<file path="config.mk">
export PLATFORM = sky130hd
export DESIGN_NAME = aps_host
export DESIGN_NICKNAME = d
export VERILOG_FILES = /design/src/aps_pkg.sv /design/src/aps_tmr_if.sv /design/src/aps_timer.sv /design/src/aps_host.sv
export SDC_FILE = /design/constraint.sdc
export NUM_CORES = 1
export LEC_CHECK = 0
export BUFFER_PORTS_ARGS = -buffer_cell sky130_fd_sc_hd__buf_2
export CAP_MARGIN = 20
export CELL_PAD_IN_SITES_DETAIL_PLACEMENT = 1
export CELL_PAD_IN_SITES_GLOBAL_PLACEMENT = 2
export CORE_MARGIN = 2
export CORE_UTILIZATION = 35
export DETAILED_ROUTE_END_ITERATION = 8
export GPL_TIMING_DRIVEN = 0
export PLACE_DENSITY = 0.95
export SYNTH_ARGS = -nofsm -noshare
export SYNTH_HDL_FRONTEND = slang
export SYNTH_SLANG_ARGS = --single-unit
</file>
<file path="constraint.sdc">
create_clock -name ref_clk -period 5.6 [get_ports ref_clk]
set_clock_uncertainty 0.1 [all_clocks]
set_input_delay 0.28 -clock ref_clk [delete_from_list [all_inputs] [get_ports ref_clk]]
set_output_delay 0.28 -clock ref_clk [all_outputs]
set_load 0.02 [all_outputs]
</file>
<file path="src/aps_pkg.sv">
package aps_pkg;
  // ==========================================================================
  // Timing
  localparam int ClkMhz = 40;
  localparam int PowerUpUs = 150;
  localparam int WakeUs = 150;
  localparam int SleepMinUs = 10;
  localparam int CfgWindowNs = 500;
  localparam int PowerUpCycles = PowerUpUs * ClkMhz;
  localparam int WakeCycles = WakeUs * ClkMhz;
  // Deep sleep entry: longer than the minimum, one cycle spare
  localparam int SleepCycles = SleepMinUs * ClkMhz + 1;
  // Config write must start well inside the window: round down, keep margin
  localparam int CfgDelayCycles = (CfgWindowNs * ClkMhz) / 2000;
  // Access strobe length, cycles
  localparam int StrobeCycles = 4;
  // ==========================================================================
  // Widths and fields
  localparam int AddrW = 20;
  localparam int DataW = 16;
  localparam int RegSelBit = 19;
  localparam int CfgW = 16;
  // ==========================================================================
  // Commands and sequencer states
  typedef enum logic [2:0] {
    APS_CMD_READ = 3'h0,
    APS_CMD_WRITE = 3'h1,
    APS_CMD_CONFIG = 3'h2,
    APS_CMD_SLEEP = 3'h3,
    APS_CMD_WAKE = 3'h4
  } aps_cmd_t;
  typedef enum logic [3:0] {
    APS_POWERUP = 4'h0,
    APS_IDLE = 4'h1,
    APS_SETUP = 4'h2,
    APS_STROBE = 4'h3,
    APS_HOLD = 4'h4,
    APS_CFG_WAIT = 4'h5,
    APS_SLEEP_WAIT = 4'h6,
    APS_SLEEPING = 4'h7,
    APS_WAKE_WAIT = 4'h8
  } aps_state_t;
endpackage

</file>
<file path="src/aps_tmr_if.sv">
`timescale 1ns/1ps
interface aps_tmr_if;
  logic load;
  logic [23:0] count;
  logic done;
  modport ctl (output load, output count, input done);
  modport tmr (input load, input count, output done);
endinterface

</file>
<file path="src/aps_timer.sv">
`timescale 1ns/1ps
module aps_timer
  import aps_pkg::*;
(
  input wire logic ref_clk,
  input wire logic rst_b,
  aps_tmr_if.tmr t
);
  logic [23:0] cnt_q, cnt_d;
  logic done_q, done_d;
  always_comb begin
    cnt_d = cnt_q;
    done_d = 1'b0;
    if (t.load) begin
      cnt_d = t.count;
    end else if (cnt_q != 24'h0) begin
      cnt_d = cnt_q - 24'h1;
      done_d = (cnt_q == 24'h1);
    end
  end
  always_ff @(posedge ref_clk) begin
    if (!rst_b) begin
      cnt_q <= 24'h0;
      done_q <= 1'b0;
    end else begin
      cnt_q <= cnt_d;
      done_q <= done_d;
    end
  end
  assign t.done = done_q;
endmodule

</file>
<file path="src/aps_host.sv">
`timescale 1ns/1ps
module aps_host
  import aps_pkg::*;
#(
  parameter int PowerUpWait = PowerUpCycles,
  parameter int WakeWait = WakeCycles
)(
  input wire logic ref_clk,
  input wire logic rst_b,
  input wire logic cmdValid,
  input wire aps_cmd_t cmdOp,
  input wire logic [AddrW-1:0] cmdAddr,
  input wire logic [DataW-1:0] cmdWdata,
  input wire logic [1:0] cmdByteEn,
  output logic cmdReady,
  output logic rdValid,
  output logic [DataW-1:0] rdData,
  output logic sleeping,
  output logic chip_select_n,
  output logic write_en_n,
  output logic output_en_n,
  output logic upper_byte_en_n,
  output logic lower_byte_en_n,
  output logic sleep_config_n,
  output logic [AddrW:0] memAddr,
  output logic [DataW-1:0] dqOut,
  output logic dqOe,
  input wire logic [DataW-1:0] dqIn
);
  // The shared 24-bit timer cannot serve longer waits
  if (PowerUpWait < 1 || PowerUpWait > 24'hffffff || WakeWait < 1 || WakeWait > 24'hffffff) begin
    $error("aps_host: wait counts out of range");
  end
  // ==========================================================================
  // Timer
  aps_tmr_if tIf ();
  aps_timer uTimer (.ref_clk(ref_clk), .rst_b(rst_b), .t(tIf));
  // ==========================================================================
  // Input synchronisers for read data
  logic [DataW-1:0] dqS1_q, dqS2_q;
  always_ff @(posedge ref_clk) begin
    if (!rst_b) begin
      dqS1_q <= 16'h0;
      dqS2_q <= 16'h0;
    end else begin
      dqS1_q <= dqIn;
      dqS2_q <= dqS1_q;
    end
  end
  // ==========================================================================
  // Sequencer
  aps_state_t st_q, st_d;
  aps_cmd_t op_q, op_d;
  logic [3:0] cnt_q, cnt_d;
  logic csN_q, csN_d, weN_q, weN_d, oeN_q, oeN_d, ubN_q, ubN_d, lbN_q, lbN_d, zzN_q, zzN_d;
  logic [AddrW:0] addr_q, addr_d;
  logic [DataW-1:0] dout_q, dout_d, rdat_q, rdat_d;
  logic oe_q, oe_d, rdy_q, rdy_d, rdv_q, rdv_d, slp_q, slp_d;
  logic tLoad;
  logic [23:0] tCount;
  always_comb begin
    st_d = st_q;
    op_d = op_q;
    cnt_d = cnt_q;
    csN_d = csN_q;
    weN_d = weN_q;
    oeN_d = oeN_q;
    ubN_d = ubN_q;
    lbN_d = lbN_q;
    zzN_d = zzN_q;
    addr_d = addr_q;
    dout_d = dout_q;
    oe_d = oe_q;
    rdat_d = rdat_q;
    rdy_d = 1'b0;
    rdv_d = 1'b0;
    slp_d = slp_q;
    tLoad = 1'b0;
    tCount = 24'h0;
    unique case (st_q)
      APS_POWERUP: begin
        csN_d = 1'b1;
        if (tIf.done) begin
          st_d = APS_IDLE;
          rdy_d = 1'b1;
        end
      end
      APS_IDLE: begin
        rdy_d = 1'b1;
        if (cmdValid && rdy_q) begin
          rdy_d = 1'b0;
          op_d = cmdOp;
          // Bit 20 is driven low, never meaningful
          addr_d = {1'b0, cmdAddr};
          dout_d = cmdWdata;
          unique case (cmdOp)
            APS_CMD_READ, APS_CMD_WRITE: begin
              csN_d = 1'b0;
              ubN_d = ~cmdByteEn[1];
              lbN_d = ~cmdByteEn[0];
              oe_d = (cmdOp == APS_CMD_WRITE);
              cnt_d = 4'h1;
              st_d = APS_SETUP;
            end
            APS_CMD_CONFIG: begin
              // Only from idle, so no access can be in flight
              zzN_d = 1'b0;
              addr_d[RegSelBit] = 1'b0;
              cnt_d = 4'(CfgDelayCycles);
              st_d = APS_CFG_WAIT;
            end
            APS_CMD_SLEEP: begin
              csN_d = 1'b1;
              zzN_d = 1'b0;
              tLoad = 1'b1;
              tCount = 24'(SleepCycles);
              st_d = APS_SLEEP_WAIT;
            end
            default: begin
              rdy_d = 1'b1;
              st_d = APS_IDLE;
            end
          endcase
        end
      end
      APS_CFG_WAIT: begin
        if (cnt_q <= 4'h1) begin
          csN_d = 1'b0;
          cnt_d = 4'h1;
          st_d = APS_SETUP;
        end else begin
          cnt_d = cnt_q - 4'h1;
        end
      end
      APS_SETUP: begin
        // Select settles before the strobe; pins held at nop levels
        cnt_d = 4'(StrobeCycles);
        st_d = APS_STROBE;
        if (op_q == APS_CMD_READ) begin
          oeN_d = 1'b0;
        end else begin
          weN_d = 1'b0;
        end
      end
      APS_STROBE: begin
        if (cnt_q == 4'h1) begin
          if (op_q == APS_CMD_READ) begin
            rdat_d = dqS2_q;
          end
          // Raise strobe; data and address stay one more cycle
          weN_d = 1'b1;
          oeN_d = 1'b1;
          st_d = APS_HOLD;
        end else begin
          cnt_d = cnt_q - 4'h1;
        end
      end
      APS_HOLD: begin
        csN_d = 1'b1;
        ubN_d = 1'b1;
        lbN_d = 1'b1;
        oe_d = 1'b0;
        zzN_d = 1'b1;
        rdv_d = (op_q == APS_CMD_READ);
        st_d = APS_IDLE;
        rdy_d = 1'b1;
      end
      APS_SLEEP_WAIT: begin
        if (tIf.done) begin
          slp_d = 1'b1;
          st_d = APS_SLEEPING;
        end
      end
      APS_SLEEPING: begin
        rdy_d = 1'b1;
        // Ready must drop at once, or a request in the first wake cycle is lost
        if (cmdValid && rdy_q && cmdOp == APS_CMD_WAKE) begin
          rdy_d = 1'b0;
          zzN_d = 1'b1;
          slp_d = 1'b0;
          tLoad = 1'b1;
          tCount = 24'(WakeWait);
          st_d = APS_WAKE_WAIT;
        end
      end
      APS_WAKE_WAIT: begin
        if (tIf.done) begin
          st_d = APS_IDLE;
          rdy_d = 1'b1;
        end
      end
      default: begin
        st_d = APS_IDLE;
        csN_d = 1'b1;
      end
    endcase
  end
  // Timer armed once at reset release for power-up
  logic armed_q, armed_d;
  assign armed_d = 1'b1;
  assign tIf.load = tLoad || !armed_q;
  assign tIf.count = armed_q ? tCount : 24'(PowerUpWait);
  always_ff @(posedge ref_clk) begin
    if (!rst_b) begin
      st_q <= APS_POWERUP;
      op_q <= APS_CMD_READ;
      cnt_q <= 4'h0;
      csN_q <= 1'b1;
      weN_q <= 1'b1;
      oeN_q <= 1'b1;
      ubN_q <= 1'b1;
      lbN_q <= 1'b1;
      zzN_q <= 1'b1;
      addr_q <= 21'h0;
      dout_q <= 16'h0;
      oe_q <= 1'b0;
      rdat_q <= 16'h0;
      rdy_q <= 1'b0;
      rdv_q <= 1'b0;
      slp_q <= 1'b0;
      armed_q <= 1'b0;
    end else begin
      st_q <= st_d;
      op_q <= op_d;
      cnt_q <= cnt_d;
      csN_q <= csN_d;
      weN_q <= weN_d;
      oeN_q <= oeN_d;
      ubN_q <= ubN_d;
      lbN_q <= lbN_d;
      zzN_q <= zzN_d;
      addr_q <= addr_d;
      dout_q <= dout_d;
      oe_q <= oe_d;
      rdat_q <= rdat_d;
      rdy_q <= rdy_d;
      rdv_q <= rdv_d;
      slp_q <= slp_d;
      armed_q <= armed_d;
    end
  end
  // ==========================================================================
  // Outputs, all registered
  assign cmdReady = rdy_q;
  assign rdValid = rdv_q;
  assign rdData = rdat_q;
  assign sleeping = slp_q;
  assign chip_select_n = csN_q;
  assign write_en_n = weN_q;
  assign output_en_n = oeN_q;
  assign upper_byte_en_n = ubN_q;
  assign lower_byte_en_n = lbN_q;
  assign sleep_config_n = zzN_q;
  assign memAddr = addr_q;
  assign dqOut = dout_q;
  assign dqOe = oe_q;
endmodule

</file>
==> run_results.csv <==
group,metric,value,unit
status,outcome,"complete, no violations",
min_path,worstHoldStart,"cmdAddr[15]",
place,port_buffers,120,
power,power_frac_clock,0.490,
drt,vias_per_cell,4.91,
setup_path,r2r_slack,3.03,ns
clocking,worstSkewPairLatency,0.41,ns
clocking,clockBufferDepth,2,
power,power.total,2.24,mW
synthesis,ys_types,61,
finish,design_area,7270,µm²
floorplanning,top_level_ports,123,
power,cellInternalPower,1.67,mW
synthesis,async_reset_ff_frac,0,
setup_path,worstPathCellList,"inv_1, ha_1, nor3b_1, nand2_1, a2111oi_1, xnor2_1, nor2_1",
drt,drc,0,
floorplanning,die_area,16700,µm²
clocking,cts_buffers,17,
sta,fmax,389,MHz
setup_path,crit_type,"reg -> reg",
finish,num-fill-cells,1794,
place,hpwl,11400,µm
drt,dr.pass1.iters,4,
setup_path,start_kind,"flop",
floorplanning,die_w,129,µm
power,sw_frac_of_total,0.254,
sta,timing.final.crit_share,0.459,
min_path,hp-class,"in -> reg",
setup_path,ff2ff_path_depth,7,
setup_path,critical_path_required,5.81,ns
power,power_frac_comb,0.076,
power,p_leak,3.04,nW
sta,setup_violations,0,
min_path,hold_path_depth,3,
synthesis,synth.most_common_cell,"dfxtp_1",
drt,num_vias,4931,
synthesis,ys_warn_count,0,
drt,ant_nets,0,
setup_path,cpMaxStageDelayCell,"nor3b_1",
floorplanning,rows,45,
synthesis,yosys.area.top_type,"dfxtp_1",
run,maxCapViolCount,0,
global_routing,grt_usage,0.196,
drt,routed_wl,15600,µm
synthesis,yosys-top-cells-count,"dfxtp_1, nand2_1, and2_1",
floorplanning,dieHeight,129,µm
finish,fin_util,0.476,
power,p_switching,0.570,mW
synthesis,yosysSeqAreaShare,0.477,
clocking,post_cts_resize_count,0,
finish,syn2layout_area_growth,32.3,%
synthesis,synth_edf_count,0,
sta,hold_viol_final,0,
clocking,cts_num_sinks,131,
synthesis,ys_seq_elements,131,
floorplanning,start_util,0.360,
power,seqPwrFrac,0.434,
clocking,cts_tree,"done",
clocking,clk_pin_slew,0.06,ns
sta,tns,0,ns
place,gp_congestion,0.927,
synthesis,syn_nets,674,
setup_path,reg2reg_to,"uTimer.cnt_q[20]$_SDFFE_PN0P_",
finish,nets,845,
synthesis,ys_top_cells_by_area,"dfxtp_1, nand2_1, a21boi_0, and2_1, mux2i_1",
clocking,htreeDepth,4,
power,ir_worst_vdd,188,µV
sta,tightestPinTransition,0.891,ns
power,p_per_area,308,nW/µm²
place,dpl-instance-area,6360,µm²
setup_path,end_kind,"flop",
floorplanning,coreArea,15300,µm²
sta,hold_slack,0.0199,ns
sta,slew_violations,0,
setup_path,cp_data_arrival_time,2.78,ns
setup_path,cpPeakStageDelay,0.74,ns
sta,post-route-min-period,2.57,ns
drt,wl_per_cell,15.6,µm
synthesis,synth_top_area_share,0.477,
global_routing,grt_overflow,0,
global_routing,first_global_vias,5242,
synthesis,netlist_area,5490,µm²
min_path,hold_end,"memAddr[15]$_SDFFE_PN0P_",
global_routing,grt_pass1_wl,25800,µm
setup_path,reg2reg_from,"uTimer.cnt_q[0]$_SDFFE_PN0P_",
finish,drive_gt1_frac,0.216,
setup_path,path_max_fanout,7,
synthesis,syn-mean-instance-area,9.02,µm²
drt,drt_iter0_markers,159,
global_routing,antenna_found_initial,1,
sta,slew-limit-headroom,0.405,
clocking,clockRootBuffer,"clkbuf_16",
synthesis,synth_ff_type,"dfxtp_1",
global_routing,grt_max_degree,17,
synthesis,netlist_instances,609,
sta,rsz0062_at_grt,"false",
==> kinds of logic (layout without fill, tap and decap cells) <==
family,count (synthesis),count (layout),share of synthesized area
and+or+nand+nor,268,268,0.266
buffers and inverters,47,231,0.0342
AOI/OAI and AO/OA,118,118,0.143
DFF,131,131,0.477
other,1,2,0.000683
xor gates and xnor gates,18,18,0.0287
muxes,21,21,0.0385
adders and majority gates,5,5,0.0114
==> layout make-up <==
cell class | count | area [µm²] | area share
diodes | 1 | 2.50 | 0.000344
plain buffers | 35 | 143 | 0.0196
clock buffers | 17 | 425 | 0.0586
clock inverters | 15 | 160 | 0.0220
inverters | 12 | 45.0 | 0.00620
multi-input cells | 431 | 2680 | 0.369
flip-flops and latches | 131 | 2620 | 0.361
well taps | 211 | 264 | 0.0363
repair buffers | 152 | 921 | 0.127
==> critical path, delay by kind of cell (launching register included) <==
| family | cells | cell delay, ns |
|---|---|---|
| adder cells (fa/ha/maj) | 1 | 0.20 |
| AND/OR/NAND/NOR | 3 | 0.99 |
| buffers and inverters | 1 | 0.11 |
| AO/OA/AOI/OAI | 1 | 0.49 |
| XOR/XNOR | 1 | 0.20 |
| flip-flops | 1 | 0.37 |
==> timing repair <==
item,CTS,global route
setup buffers,0,0
endpoints found under the hold margin,32,0
hold buffers,32,0
==> power groups by stage <==
stage	clock, mW	sequential (mW)	combinational, mW
5_1_grt	1.17	0.974	0.189
2_1_floorplan	0	0.987	0.102
3_5_place_dp	0	0.992	0.151
6_report	1.10	0.971	0.170
3_3_place_gp	0	0.990	0.146
4_1_cts	1.12	0.971	0.170
==> stage by stage <==
| step | instances | setup WS, ns |
|---|---|---|
| 6_report | 1005 | 3.03 |
| 5_1_grt | 1005 | 2.80 |
| 4_1_cts | 1004 | 3.08 |
| 3_5_place_dp | 940 | 3.12 |
| 3_3_place_gp | 940 | 3.15 |
| 2_1_floorplan | 609 | 3.60 |
==> how the worst max path moves through the flow <==
stage | cells past startpoint | to | start
after floorplan | 7 | uTimer.cnt_q[20]$_SDFFE_PN0P_ | uTimer.cnt_q[0]$_SDFFE_PN0P_
after CTS | 7 | uTimer.cnt_q[20]$_SDFFE_PN0P_ | uTimer.cnt_q[0]$_SDFFE_PN0P_
after global routing | 7 | uTimer.cnt_q[20]$_SDFFE_PN0P_ | uTimer.cnt_q[0]$_SDFFE_PN0P_
after global placement | 7 | uTimer.cnt_q[20]$_SDFFE_PN0P_ | uTimer.cnt_q[0]$_SDFFE_PN0P_
after detailed placement | 7 | uTimer.cnt_q[20]$_SDFFE_PN0P_ | uTimer.cnt_q[0]$_SDFFE_PN0P_
final | 7 | uTimer.cnt_q[20]$_SDFFE_PN0P_ | uTimer.cnt_q[0]$_SDFFE_PN0P_
==> layer usage <==
layer	wire (µm)	GRT usage	vias up	share of wire
met5	0	0	-	0
met4	164	0.0703	0	0.010
met3	826	0.0524	18	0.053
met2	7690	0.340	135	0.49
met1	6960	0.234	2365	0.44
li1	-	-	2413	-
==> cells in the final DEF (no fill, tap or decap), types with 22 or more instances in the layout <==
cell type / n
a21boi_0: 40
and2_1: 46
buf_2: 126
clkbuf_1: 28
dfxtp_1: 131
dlygate4sd3_1: 32
nand2_1: 95
nor2_1: 34
nor2b_1: 29
o21ai_0: 22
==> state kept, by name, summed over array words and instances, names as in the netlist, 3 cells and up <==
register,flops
st_q,4
dqOut,16
dqS2_q,16
memAddr,20
rdData,16
dqS1_q,16
op_q,3
uTimer.cnt_q,24
cnt_q,4
Power figures use the tool's default switching activity.
